--- config.mk ---
export PLATFORM = sky130hd
export DESIGN_NAME = serial_port_multiplexer
export DESIGN_NICKNAME = d
export VERILOG_FILES = /design/src/serial_mux_pkg.sv /design/src/out_flop.sv /design/src/mode_decoder.sv /design/src/serial_port_multiplexer.sv
export SDC_FILE = /design/constraint.sdc
export NUM_CORES = 1
export LEC_CHECK = 0
export ABC_AREA = 1
export BUFFER_PORTS_ARGS = -buffer_cell sky130_fd_sc_hd__buf_2
export CORE_MARGIN = 4
export CORE_UTILIZATION = 41
export CTS_CLUSTER_DIAMETER = 200
export CTS_CLUSTER_SIZE = 12
export DETAILED_ROUTE_END_ITERATION = 12
export GPL_TIMING_DRIVEN = 1
export PLACE_DENSITY = 0.84
export SYNTH_ARGS = -nofsm -noshare
export SYNTH_HDL_FRONTEND = slang
export SYNTH_SLANG_ARGS = --single-unit
--- constraint.sdc ---
create_clock -name core_clk -period 1.45 [get_ports core_clk]
set_input_delay 0.0725 -clock core_clk [delete_from_list [all_inputs] [get_ports core_clk]]
set_output_delay 0.0725 -clock core_clk [all_outputs]
set_load 0.01 [all_outputs]
--- src/serial_mux_pkg.sv ---
// Package with register map, field positions, reset values and routing modes of the serial mux.
// Contract
// - Mode 000 default: port_a to fifo_uart, port_b to uart_b, port_c to uart_c.
// - Default: fifo_uart flow control and data reach port_a, data lines crossed.
// - Default: uart_b data crossed to port_b, uart_c data crossed to port_c.
// - Mode 001 snoop: uart_b receive copies fifo_uart receive; uart_b transmit unused.
// - Modes 1, 2, 4: port_b unavailable, its receive line held at 1.
// - Modes 1, 3, 4: port_a clear-to-send pin shown in port_a_cts_status.
// - Mode 010: port_a detached, its RTS and receive at 1, fifo_uart bridged to uart_b.
// - Modes 1, 2, 3: uart_c data crossed to port_c.
// - Mode 2: port_a_rts_ctrl drives fifo_uart CTS; fifo_uart RTS shown in status.
// - Mode 011: port_a data to uart_b, port_b data to fifo_uart.
// - Modes 3, 4: fifo_uart CTS held at 1 unless mode 4 emulation applies.
// - Modes 3, 4: DTR and RTS control bits driven onto port_a pins.
// - Mode 100: uart_b to port_a, uart_c bridged to fifo_uart, port_c receive at 1.
// - Mode 4: bridge_cts_ctrl drives fifo_uart CTS; its RTS shown in bridge_rts_status.
// - Multiplexed modes apply only while mux_enable is 1.
// - Reset: mux_enable 0, mode 000, port_a_rts_ctrl and bridge_cts_ctrl 1.
package serial_mux_pkg;

  // Byte offsets of the two registers on the bus.
  localparam logic [3:0] MUX_MODE_REG_OFFSET = 4'h0;
  localparam logic [3:0] FLOW_EMUL_REG_OFFSET = 4'h4;

  // Field positions in mux_mode_reg.
  localparam int MUX_ENABLE_BIT = 4;
  localparam int MODE_SEL_LSB = 0;
  localparam int MODE_SEL_W = 3;

  // Field positions in flow_emul_reg.
  localparam int PORT_A_CTS_STATUS_BIT = 7;
  localparam int PORT_A_RTS_CTRL_BIT = 5;
  localparam int BRIDGE_RTS_STATUS_BIT = 4;
  localparam int BRIDGE_CTS_CTRL_BIT = 2;
  localparam int PORT_A_DTR_CTRL_BIT = 1;
  localparam int SPARE_CTRL_BIT = 0;

  // Reset values.
  localparam logic MUX_ENABLE_RST = 1'b0;
  localparam logic [2:0] MODE_SEL_RST = 3'h0;
  localparam logic PORT_A_RTS_CTRL_RST = 1'b1;
  localparam logic BRIDGE_CTS_CTRL_RST = 1'b1;
  localparam logic PORT_A_DTR_CTRL_RST = 1'b1;
  localparam logic SPARE_CTRL_RST = 1'b0;
  localparam logic STATUS_RST = 1'b1;
  localparam logic WAITREQUEST_RST = 1'b1;
  localparam logic [31:0] READDATA_RST = 32'h00000000;

  // Mode select codes.
  localparam logic [2:0] MODE_CODE_DEFAULT = 3'h0;
  localparam logic [2:0] MODE_CODE_SNOOP = 3'h1;
  localparam logic [2:0] MODE_CODE_BRIDGE_B = 3'h2;
  localparam logic [2:0] MODE_CODE_SWAP = 3'h3;
  localparam logic [2:0] MODE_CODE_BRIDGE_C = 3'h4;

  // Serial line idle (mark) level, also the inactive level of the low-active flow pins.
  localparam logic LINE_IDLE = 1'b1;

  // Positions in the registered pin output vector.
  localparam int PIN_W = 9;
  localparam int PIN_PORT_A_RX = 0;
  localparam int PIN_PORT_A_RTS = 1;
  localparam int PIN_PORT_A_DTR = 2;
  localparam int PIN_PORT_B_RX = 3;
  localparam int PIN_PORT_C_RX = 4;
  localparam int PIN_FIFO_RXD = 5;
  localparam int PIN_FIFO_CTS = 6;
  localparam int PIN_UART_B_RXD = 7;
  localparam int PIN_UART_C_RXD = 8;
  localparam logic [8:0] PIN_RST = 9'h1FF;

  typedef enum logic [2:0] {
    MODE_DEFAULT,
    MODE_SNOOP,
    MODE_BRIDGE_B,
    MODE_SWAP,
    MODE_BRIDGE_C
  } mux_mode_t;

endpackage : serial_mux_pkg

--- src/out_flop.sv ---
// Generic register with synchronous active-low reset to a parameter value.
module out_flop
  import serial_mux_pkg::*;
#(
  parameter int WIDTH = 1,
  parameter logic [WIDTH-1:0] RESET_VALUE = '0
) (
  input wire logic core_clk,
  input wire logic reset_n,
  input wire logic [WIDTH-1:0] d,
  output logic [WIDTH-1:0] q
);

  // Plain storage; every pin output of the mux leaves through one of these.
  always_ff @(posedge core_clk) begin
    if (!reset_n) begin
      q <= RESET_VALUE;
    end else begin
      q <= d;
    end
  end

endmodule : out_flop

--- src/mode_decoder.sv ---
// Turns the enable bit and the mode field into the routing mode in force.
module mode_decoder
  import serial_mux_pkg::*;
(
  input wire logic muxEnable,
  input wire logic [2:0] modeSel,
  output mux_mode_t activeMode
);

  // Reserved codes fall back to the default routing so the pins never float undefined.
  always_comb begin
    activeMode = MODE_DEFAULT;
    if (muxEnable) begin
      unique case (modeSel)
        MODE_CODE_DEFAULT: activeMode = MODE_DEFAULT;
        MODE_CODE_SNOOP: activeMode = MODE_SNOOP;
        MODE_CODE_BRIDGE_B: activeMode = MODE_BRIDGE_B;
        MODE_CODE_SWAP: activeMode = MODE_SWAP;
        MODE_CODE_BRIDGE_C: activeMode = MODE_BRIDGE_C;
        default: activeMode = MODE_DEFAULT;
      endcase
    end
  end

endmodule : mode_decoder

--- src/serial_port_multiplexer.sv ---
// Serial port multiplexer: routes three serial units onto three external ports.
module serial_port_multiplexer
  import serial_mux_pkg::*;
(
  input wire logic core_clk,
  input wire logic reset_n,
  // Avalon-MM register slave.
  input wire logic [3:0] address,
  input wire logic read,
  input wire logic write,
  input wire logic [31:0] writedata,
  input wire logic [3:0] byteenable,
  output logic [31:0] readdata,
  output logic waitrequest,
  // Serial units on the chip side.
  input wire logic fifoUartTxd,
  input wire logic fifoUartRtsN,
  input wire logic uartBTxd,
  input wire logic uartCTxd,
  output logic fifoUartRxd,
  output logic fifoUartCtsN,
  output logic uartBRxd,
  output logic uartCRxd,
  // External ports.
  input wire logic portATx,
  input wire logic portACtsN,
  input wire logic portBTx,
  input wire logic portCTx,
  output logic portARx,
  output logic portARtsN,
  output logic portADtrN,
  output logic portBRx,
  output logic portCRx
);

  // Control register state.
  logic muxEnable_ff;
  logic [2:0] modeSel_ff;
  logic portARtsCtrl_ff;
  logic bridgeCtsCtrl_ff;
  logic portADtrCtrl_ff;
  logic spareCtrl_ff;
  logic nxt_muxEnable;
  logic [2:0] nxt_modeSel;
  logic nxt_portARtsCtrl;
  logic nxt_bridgeCtsCtrl;
  logic nxt_portADtrCtrl;
  logic nxt_spareCtrl;

  // Status bits sampled from the lines.
  logic portACtsStatus_ff;
  logic bridgeRtsStatus_ff;
  logic nxt_portACtsStatus;
  logic nxt_bridgeRtsStatus;

  // Bus handshake state.
  // Both answer signals are registered, so the bus never sees a path from the lines.
  logic waitrequest_ff;
  logic [31:0] readdata_ff;
  logic nxt_waitrequest;
  logic [31:0] nxt_readdata;

  // Routing.
  mux_mode_t activeMode;
  logic [PIN_W-1:0] nxt_pins;
  logic [PIN_W-1:0] pins_ff;

  // Bus decode: an access is accepted in the cycle where waitrequest is already low.
  // Only the low byte lane carries register bits; a write with that lane off is dropped
  // whole, so a partial write can never change half of a field.
  wire request = read | write;
  wire firstCycle = request & waitrequest_ff;
  wire commit = write & ~waitrequest_ff;
  wire lowLaneOn = byteenable[0];
  wire addrModeReg = (address == MUX_MODE_REG_OFFSET);
  wire addrFlowReg = (address == FLOW_EMUL_REG_OFFSET);
  wire wrModeReg = commit & addrModeReg & lowLaneOn;
  wire wrFlowReg = commit & addrFlowReg & lowLaneOn;

  // Register images as software reads them; reserved bits read as zero.
  wire [7:0] modeRegImage = {3'h0, muxEnable_ff, 1'b0, modeSel_ff};
  wire [7:0] flowRegImage = {portACtsStatus_ff, 1'b0, portARtsCtrl_ff,
                             bridgeRtsStatus_ff, 1'b0, bridgeCtsCtrl_ff,
                             portADtrCtrl_ff, spareCtrl_ff};
  wire [7:0] selImage = addrModeReg ? modeRegImage :
                        addrFlowReg ? flowRegImage : 8'h00;

  // One wait cycle on every access: low for exactly one cycle, then high again.
  // Read data load in the first cycle and stand until the next read is taken.
  assign nxt_waitrequest = ~firstCycle;
  assign nxt_readdata = (firstCycle & read) ? {24'h000000, selImage} : readdata_ff;

  // Mode register writes; bit 3 is reserved and is not stored.
  // A new mode reaches the pins two edges after the write is accepted.
  assign nxt_muxEnable = wrModeReg ? writedata[MUX_ENABLE_BIT] : muxEnable_ff;
  assign nxt_modeSel = wrModeReg ? writedata[MODE_SEL_LSB +: MODE_SEL_W] : modeSel_ff;

  // Flow emulation register writes; status bits ignore writes.
  // The spare bit is plain storage that software may use freely.
  assign nxt_portARtsCtrl = wrFlowReg ? writedata[PORT_A_RTS_CTRL_BIT] : portARtsCtrl_ff;
  assign nxt_bridgeCtsCtrl = wrFlowReg ? writedata[BRIDGE_CTS_CTRL_BIT] : bridgeCtsCtrl_ff;
  assign nxt_portADtrCtrl = wrFlowReg ? writedata[PORT_A_DTR_CTRL_BIT] : portADtrCtrl_ff;
  assign nxt_spareCtrl = wrFlowReg ? writedata[SPARE_CTRL_BIT] : spareCtrl_ff;

  // mode register reset values.
  // Reset leaves multiplexing off, so every port starts on its own unit whatever
  // the mode field held before.
  always_ff @(posedge core_clk) begin
    if (!reset_n) begin
      muxEnable_ff <= MUX_ENABLE_RST;
      modeSel_ff <= MODE_SEL_RST;
    end else begin
      muxEnable_ff <= nxt_muxEnable;
      modeSel_ff <= nxt_modeSel;
    end
  end

  // flow emulation control reset values.
  // The RTS, DTR and bridge CTS controls wake up at the inactive level of the low-active flow lines, so no
  // far side sees a request to send before software has programmed one.
  always_ff @(posedge core_clk) begin
    if (!reset_n) begin
      portARtsCtrl_ff <= PORT_A_RTS_CTRL_RST;
      bridgeCtsCtrl_ff <= BRIDGE_CTS_CTRL_RST;
      portADtrCtrl_ff <= PORT_A_DTR_CTRL_RST;
      spareCtrl_ff <= SPARE_CTRL_RST;
    end else begin
      portARtsCtrl_ff <= nxt_portARtsCtrl;
      bridgeCtsCtrl_ff <= nxt_bridgeCtsCtrl;
      portADtrCtrl_ff <= nxt_portADtrCtrl;
      spareCtrl_ff <= nxt_spareCtrl;
    end
  end

  // Bus answer: waitrequest rests high and drops for one cycle per access.
  // Holding it high while idle costs a cycle per access, but the slave then never
  // accepts a request in the cycle in which it first decodes it.
  always_ff @(posedge core_clk) begin
    if (!reset_n) begin
      waitrequest_ff <= WAITREQUEST_RST;
      readdata_ff <= READDATA_RST;
    end else begin
      waitrequest_ff <= nxt_waitrequest;
      readdata_ff <= nxt_readdata;
    end
  end

  // Status sampling; a status bit reads its idle level in modes that do not drive it.
  always_ff @(posedge core_clk) begin
    if (!reset_n) begin
      portACtsStatus_ff <= STATUS_RST;
      bridgeRtsStatus_ff <= STATUS_RST;
    end else begin
      portACtsStatus_ff <= nxt_portACtsStatus;
      bridgeRtsStatus_ff <= nxt_bridgeRtsStatus;
    end
  end

  // The decoder is combinational; the pin register behind it hides any glitch.
  // mode applies only when enabled.
  mode_decoder u_mode_decoder (
    .muxEnable(muxEnable_ff),
    .modeSel(modeSel_ff),
    .activeMode(activeMode)
  );

  // Per-mode routing. Everything lands in one register stage, so a line change
  // reaches the far side one core_clk later; at 100 ns this is far below a bit time
  // of any usual baud rate, and it keeps every pin glitch free on mode changes.
  // Defaults give every pin its idle level, so each arm names only what it routes.
  always_comb begin
    nxt_pins = PIN_RST;
    nxt_portACtsStatus = STATUS_RST;
    nxt_bridgeRtsStatus = STATUS_RST;
    unique case (activeMode)
      MODE_DEFAULT: begin
        // Each port serves its own unit; data lines are crossed at the port.
        // one-to-one assignment.
        nxt_pins[PIN_PORT_A_RX] = fifoUartTxd;
        nxt_pins[PIN_FIFO_RXD] = portATx;
        nxt_pins[PIN_FIFO_CTS] = portACtsN;
        nxt_pins[PIN_PORT_A_RTS] = fifoUartRtsN;
        nxt_pins[PIN_PORT_B_RX] = uartBTxd;
        nxt_pins[PIN_UART_B_RXD] = portBTx;
        nxt_pins[PIN_PORT_C_RX] = uartCTxd;
        nxt_pins[PIN_UART_C_RXD] = portCTx;
      end
      MODE_SNOOP: begin
        // Port_a traffic stays on fifo_uart while uart_b listens to the same line.
        // snoop keeps fifo_uart on port_a.
        nxt_pins[PIN_PORT_A_RX] = fifoUartTxd;
        nxt_pins[PIN_FIFO_RXD] = portATx;
        nxt_pins[PIN_FIFO_CTS] = portACtsN;
        nxt_pins[PIN_PORT_A_RTS] = fifoUartRtsN;
        // uart_b listens to fifo_uart receive line.
        nxt_pins[PIN_UART_B_RXD] = portATx;
        nxt_pins[PIN_PORT_B_RX] = LINE_IDLE;
        nxt_pins[PIN_PORT_C_RX] = uartCTxd;
        nxt_pins[PIN_UART_C_RXD] = portCTx;
        nxt_portACtsStatus = portACtsN;
      end
      MODE_BRIDGE_B: begin
        // The fifo_uart unit talks to uart_b inside the chip; port_a and port_b rest.
        // port_a detached and idle.
        nxt_pins[PIN_PORT_A_RX] = LINE_IDLE;
        nxt_pins[PIN_PORT_A_RTS] = LINE_IDLE;
        nxt_pins[PIN_FIFO_RXD] = uartBTxd;
        nxt_pins[PIN_UART_B_RXD] = fifoUartTxd;
        nxt_pins[PIN_FIFO_CTS] = portARtsCtrl_ff;
        nxt_portACtsStatus = fifoUartRtsN;
        nxt_pins[PIN_PORT_B_RX] = LINE_IDLE;
        nxt_pins[PIN_PORT_C_RX] = uartCTxd;
        nxt_pins[PIN_UART_C_RXD] = portCTx;
      end
      MODE_SWAP: begin
        // The fifo_uart unit moves to port_b and uart_b takes port_a with emulated pins.
        // port_a data to uart_b.
        nxt_pins[PIN_PORT_A_RX] = uartBTxd;
        nxt_pins[PIN_UART_B_RXD] = portATx;
        nxt_pins[PIN_PORT_B_RX] = fifoUartTxd;
        nxt_pins[PIN_FIFO_RXD] = portBTx;
        nxt_pins[PIN_FIFO_CTS] = LINE_IDLE;
        nxt_pins[PIN_PORT_A_RTS] = portARtsCtrl_ff;
        nxt_pins[PIN_PORT_A_DTR] = portADtrCtrl_ff;
        nxt_pins[PIN_PORT_C_RX] = uartCTxd;
        nxt_pins[PIN_UART_C_RXD] = portCTx;
        nxt_portACtsStatus = portACtsN;
      end
      MODE_BRIDGE_C: begin
        // The fifo_uart unit talks to uart_c inside the chip; only port_a stays in use.
        // uart_b on port_a.
        nxt_pins[PIN_PORT_A_RX] = uartBTxd;
        nxt_pins[PIN_UART_B_RXD] = portATx;
        // uart_c bridged to fifo_uart, port_c idle.
        nxt_pins[PIN_UART_C_RXD] = fifoUartTxd;
        nxt_pins[PIN_FIFO_RXD] = uartCTxd;
        nxt_pins[PIN_PORT_C_RX] = LINE_IDLE;
        nxt_pins[PIN_PORT_B_RX] = LINE_IDLE;
        nxt_pins[PIN_FIFO_CTS] = bridgeCtsCtrl_ff;
        nxt_bridgeRtsStatus = fifoUartRtsN;
        nxt_pins[PIN_PORT_A_RTS] = portARtsCtrl_ff;
        nxt_pins[PIN_PORT_A_DTR] = portADtrCtrl_ff;
        nxt_portACtsStatus = portACtsN;
      end
    endcase
  end

  // Output stage; pins reset to the idle level.
  // A far side therefore sees a quiet mark level on every line during reset.
  out_flop #(
    .WIDTH(PIN_W),
    .RESET_VALUE(PIN_RST)
  ) u_pin_flop (
    .core_clk(core_clk),
    .reset_n(reset_n),
    .d(nxt_pins),
    .q(pins_ff)
  );

  // Pin fan-out towards the external ports.
  assign portARx = pins_ff[PIN_PORT_A_RX];
  assign portARtsN = pins_ff[PIN_PORT_A_RTS];
  assign portADtrN = pins_ff[PIN_PORT_A_DTR];
  assign portBRx = pins_ff[PIN_PORT_B_RX];
  assign portCRx = pins_ff[PIN_PORT_C_RX];

  // Pin fan-out towards the serial units.
  assign fifoUartRxd = pins_ff[PIN_FIFO_RXD];
  assign fifoUartCtsN = pins_ff[PIN_FIFO_CTS];
  assign uartBRxd = pins_ff[PIN_UART_B_RXD];
  assign uartCRxd = pins_ff[PIN_UART_C_RXD];

  // Bus outputs.
  // They too come straight from flip-flops, as every output of this block does.
  assign waitrequest = waitrequest_ff;
  assign readdata = readdata_ff;

endmodule : serial_port_multiplexer

# == Word level (Yosys, flattened, before mapping) ==
# Index checks and enable logic that the tools add are counted.
# totals
regBits,28
input_bits,52
# op_classes
n_mux,7
bitwise_logic,10
n_reduce_logical,7
n_eq_ne,9
# op_table
cell,count
one-hot mux 6 bit (5 select lines),1
two-way mux 8 bit,2
"equality test 3 x 2 -> 1 bit, second input constant",4
one-hot mux 3 bit (4 select lines),1
AND 1 bit,7
"equality test 3 x 1 -> 1 bit, second input constant",2
"equality test 3 bit, second input constant",2
one-hot mux 2 bit (3 select lines),1
"equality test 4 x 3 -> 1 bit, second input constant",1
logical NOT 4 bit,1
AND reduction 2 bit,2
OR reduction 2 bit,2
logical NOT 3 bit,1
two-way mux 3 bit,1
OR reduction 3 bit,1
NOT 1 bit,2
one-hot mux 1 bit (2 select lines),1
OR 1 bit,1

# == Logic depth before layout (Yosys ltp) ==
# logic_depth
ltp_word,6
mapped_depth,7
mapped_depth_nobuf,7

# == Cells and area by module ==
# A second synthesis with hierarchy kept.
# hier_totals
hier_cells,241
area_unflattened_um2,1572.8
# by_module_without_submodules
module,area_each_um2,seq_area_each_um2,cells_each,n_inst
serial_port_multiplexer,1280.0,340.3,204,1
out_flop,259.0,180.2,28,1
mode_decoder,33.8,0.0,9,1

# == Least setup slack after synthesis ==
# OpenSTA, ideal clock, no wires.
# synth_path
path_type,reg2reg
start,register modeSel_ff[0]
end,register u_pin_flop.q[6]
required_time_ps,1327
path_stages_with_launch,8
path_buffers,0
arrival_time_ps,885
synth_period_minus_slack_ps,1008
path_slack_ps,442
path_cell_list,dfxtp_1 inv_2 nor2_2 nand2_2 nand2_4 nor2_2 nand2_1 nand3_1
# synth_between
elab_chain_len,5
elab_cells_between_ends,12
cone_classes,eq/ne: 8; mux: 3; reduce/logical: 1
# synth_lines
item,line_no,text
start: declaration,serial_port_multiplexer.sv:38,logic [2:0] modeSel_ff;
start signal: assignment,serial_port_multiplexer.sv:114,modeSel_ff <= nxt_modeSel;
"equality test 3 bit, or another cell as far along",mode_decoder.sv:14,unique case (modeSel)
one-hot mux 3 bit (4 select lines) (*),mode_decoder.sv:14,
two-way mux 3 bit (*),mode_decoder.sv:13,if (muxEnable) begin
"equality test 3 bit, or another cell as far along",serial_port_multiplexer.sv:175,unique case (activeMode)
one-hot mux 6 bit (5 select lines) (*),serial_port_multiplexer.sv:175,
end signal: assignment,out_flop.sv:17,q <= RESET_VALUE;
end signal: assignment,out_flop.sv:19,q <= d;
end: declaration,out_flop.sv:11,output logic [WIDTH-1:0] q
# Mark *: on every way between the ends. The rest lies on a longest branch, timed or not.
# A chain may end at the register's enable or synchronous reset.

# == Worst setup path after layout ==
# layout_path
start,register modeSel_ff[0]
end,register portACtsStatus_ff
# layout_between
elab_chain_len,6
elab_cells_between_ends,12
cone_classes,eq/ne: 8; mux: 3; reduce/logical: 1
# layout_lines
item,line_no,text
"equality test 3 bit, or another cell as far along",mode_decoder.sv:14,
one-hot mux 3 bit (4 select lines) (*),mode_decoder.sv:14,
two-way mux 3 bit (*),mode_decoder.sv:13,
"equality test 3 bit, or another cell as far along",serial_port_multiplexer.sv:175,
OR reduction 3 bit (no line),--,
one-hot mux 1 bit (2 select lines) (*),serial_port_multiplexer.sv:175,
end signal: assignment,serial_port_multiplexer.sv:154,portACtsStatus_ff <= nxt_portACtsStatus;
end: declaration,serial_port_multiplexer.sv:51,logic portACtsStatus_ff;
# Marked as above.

==> results.toml <==
[pwr]
seqPwrFrac_pct = 59.6
ir_worst_vdd_mv = 0.277
power_switching_mw = 0.336
combPwrFrac_pct = 16.9
sw_frac_of_total_pct = 26.6
clock_power_share_pct = 23.5
power.leakage_nw = 0.877
power.density_nw_per_um2 = 750
totalPowerFinal_mw = 1.26
intPower_mw = 0.925

[clock_network]
clockBufferDepth = 2
cts_resized = 0
htreeDepth = 1
clk_latency_ps = 310
clk_pin_slew_ps = 130
cts_tree = "done"
cts_made_buffers = 3
cts.sinks = 26
cts.root.buffer_cell = "clkbuf_4"

[run_status]
status = "finished, final reports clean"

[cells_and_area]
antenna_cells = 0
instances_no_fill = 301
fin_util_pct = 50.4
layout-drive-gt1-share_pct = 24.7
largest-register = "u_pin_flop.q"
fillCellCount = 338
largest_reg_flops = 9
nNetsFinal = 309
area_growth_pct = 18.8

[job]
cap_violations = 0

[floorplanning]
num_rows = 21
io-pin-count = 94
core_um2 = 3340
die_h_um = 66.7
die_area_um2 = 4450
die-width_um = 66.7
initial_core_util_pct = 42.4

[detailed_routing]
post_drt_wl_per_cell_um = 9.68
vias_per_cell = 4.44
drt_wl_total_um = 2920
vias = 1335
drt_iter0_drc = 64
dr.pass1.iters = 4
drtAntennaViolNets = 0
post-route-drc-count = 0

[sta]
final_max_slew_viol_count = 0
hold_viol_final = 0
max_freq_mhz = 843
whs_ps = 3.94
min_period_ps = 1190
rsz0062_at_grt = "no"
setup_viol = 0
fin_crit_sh_pct = 81.9
final.setup.tns_ps = 0
skew_ps = 2.29

[yosys]
synth_top_family_by_area = "simple AND/OR/NAND/NOR gates"
syn-mean-instance-area_um2 = 6.83
synth_adder_area_share_pct = 0
yosysMostFrequentCell = "nand2_1"
synth.top_cell.area_share_pct = 36.8
ys_warn_count = 0
synth_edf_count = 0
postSynthCellCount = 207
synth-compound-area-share_pct = 4.07
synth.distinct_cells = 20
synth_xor_area_share_pct = 0
netlist_area_um2 = 1410
ys_ff_latch = 26
yosys.area.top_type = "dfxtp_1"
synth_area_leaders = "dfxtp_1 (37%), buf_4 (14%), nand2_1 (12%), nand3_1 (8.8%), nor2_1 (8.2%)"
async_reset_ff_share_pct = 0
ys_seq_area_share_pct = 36.8
synthSimpleGateAreaFrac_pct = 38.7
synthTopCellsByCount = "nand2_1 (46), nor2_1 (31), buf_4 (26), dfxtp_1 (26), nand3_1 (25)"
synthMuxAreaShare_pct = 0
synthFlopType = "dfxtp_1"

[worst_setup_path]
startpoint_type = "register"
r2r-end = "portACtsStatus_ff"
path_class = "register to register"
worst-path-max-fanout = 6
reg2reg_depth = 7
reg2reg_slack_ps = 260
cp_data_arrival_time_ps = 1400
reg2reg_from = "modeSel_ff[0]"
cp-end-kind = "register"
cp.required_ps = 1660

[place]
dp.cells = 287
dpl.hpwl_um = 2220
io_buffers = 37
gp_congestion = 0.858

[global_routing]
grt_max_degree = 17
grt-ovfl-total = 0
track_usage_pct = 13.7
grt_first_pass_wirelength_um = 4890
grt_pass1_vias = 1195
antenna_found_initial = 0

[min_path]
holdPathStages = 3
hp-class = "input port to register"
hp-start = "writedata[0]"
holdPathEnd = "modeSel_ff[0]"
-- layer usage --
layer | share of wire [%] | global-route usage, % | vias up | routed length, um
li1 | - | - | 686 | -
met1 | 39 | 15.9 | 589 | 1140
met2 | 51 | 25.5 | 53 | 1500
met3 | 7.4 | 1.18 | 7 | 215
met4 | 2.3 | 5.33 | 0 | 66
met5 | 0 | 0 | - | 0
-- layout make-up --
cell class | instances | area [um^2] | area share [%]
inverter | 20 | 75.1 | 4.47
multi-input combinational | 157 | 702 | 41.8
timing repair buffer | 49 | 303 | 18.0
tap | 46 | 57.6 | 3.43
sequential | 26 | 520 | 31.0
clock buffer | 3 | 22.5 | 1.34
-- kinds of logic after synthesis --
kind of cell    count (synthesis)
buf+inv                        49
simple gates                  120
compound gates                 11
flops                          26
other cells                     1
-- cell usage in the layout (no fill, tap or decap), drive strengths merged --
cell,instances
nor2,41
buf,38
o211ai,1
clkinv,1
conb,26
nand2,52
clkbuf,3
inv,19
nand3b,1
o21ai,7
dfxtp,26
nand3,26
dlygate4sd3,11
a21oi,3
-- repair_timing --
action                    4_1_cts  5_1_grt
hold endpoints to repair       12        0
buffers inserted                0        0
hold buffers                   11        0
-- critical path, cell delays in order, from the launching register on --
cell	delay, ps
dfxtp_1	480
inv_2	80
nor2_2	150
nand2_1	110
nand2_2	90
inv_2	50
nand2_1	60
nand3_1	70
-- stage by stage --
step                setup WS, ps  cell area [um^2]
floorplan                    442              1510
global placement             321              1550
detailed placement           286              1550
CTS                          266              1680
global route                 175              1680
finish                       263              1680
-- worst max-delay path by stage --
stage | start | to | slack [ps] | depth (start not counted)
2_1_floorplan | modeSel_ff[0] | u_pin_flop.q[6] | 440 | 7
5_1_grt | modeSel_ff[0] | u_pin_flop.q[1] | 170 | 7
3_3_place_gp | modeSel_ff[0] | portACtsStatus_ff | 320 | 7
4_1_cts | modeSel_ff[0] | u_pin_flop.q[6] | 270 | 7
6_report | modeSel_ff[0] | portACtsStatus_ff | 260 | 7
3_5_place_dp | modeSel_ff[0] | u_pin_flop.q[6] | 290 | 7
-- power groups by stage --
stage               Sequential [mW]  Clock [mW]  Combinational [mW]
floorplan                     0.782           0               0.152
global placement              0.767           0               0.185
detailed placement            0.768           0               0.187
CTS                           0.752       0.300               0.211
global route                  0.756       0.323               0.241
finish                        0.752       0.296               0.213
(Power assumes the default switching activity.)
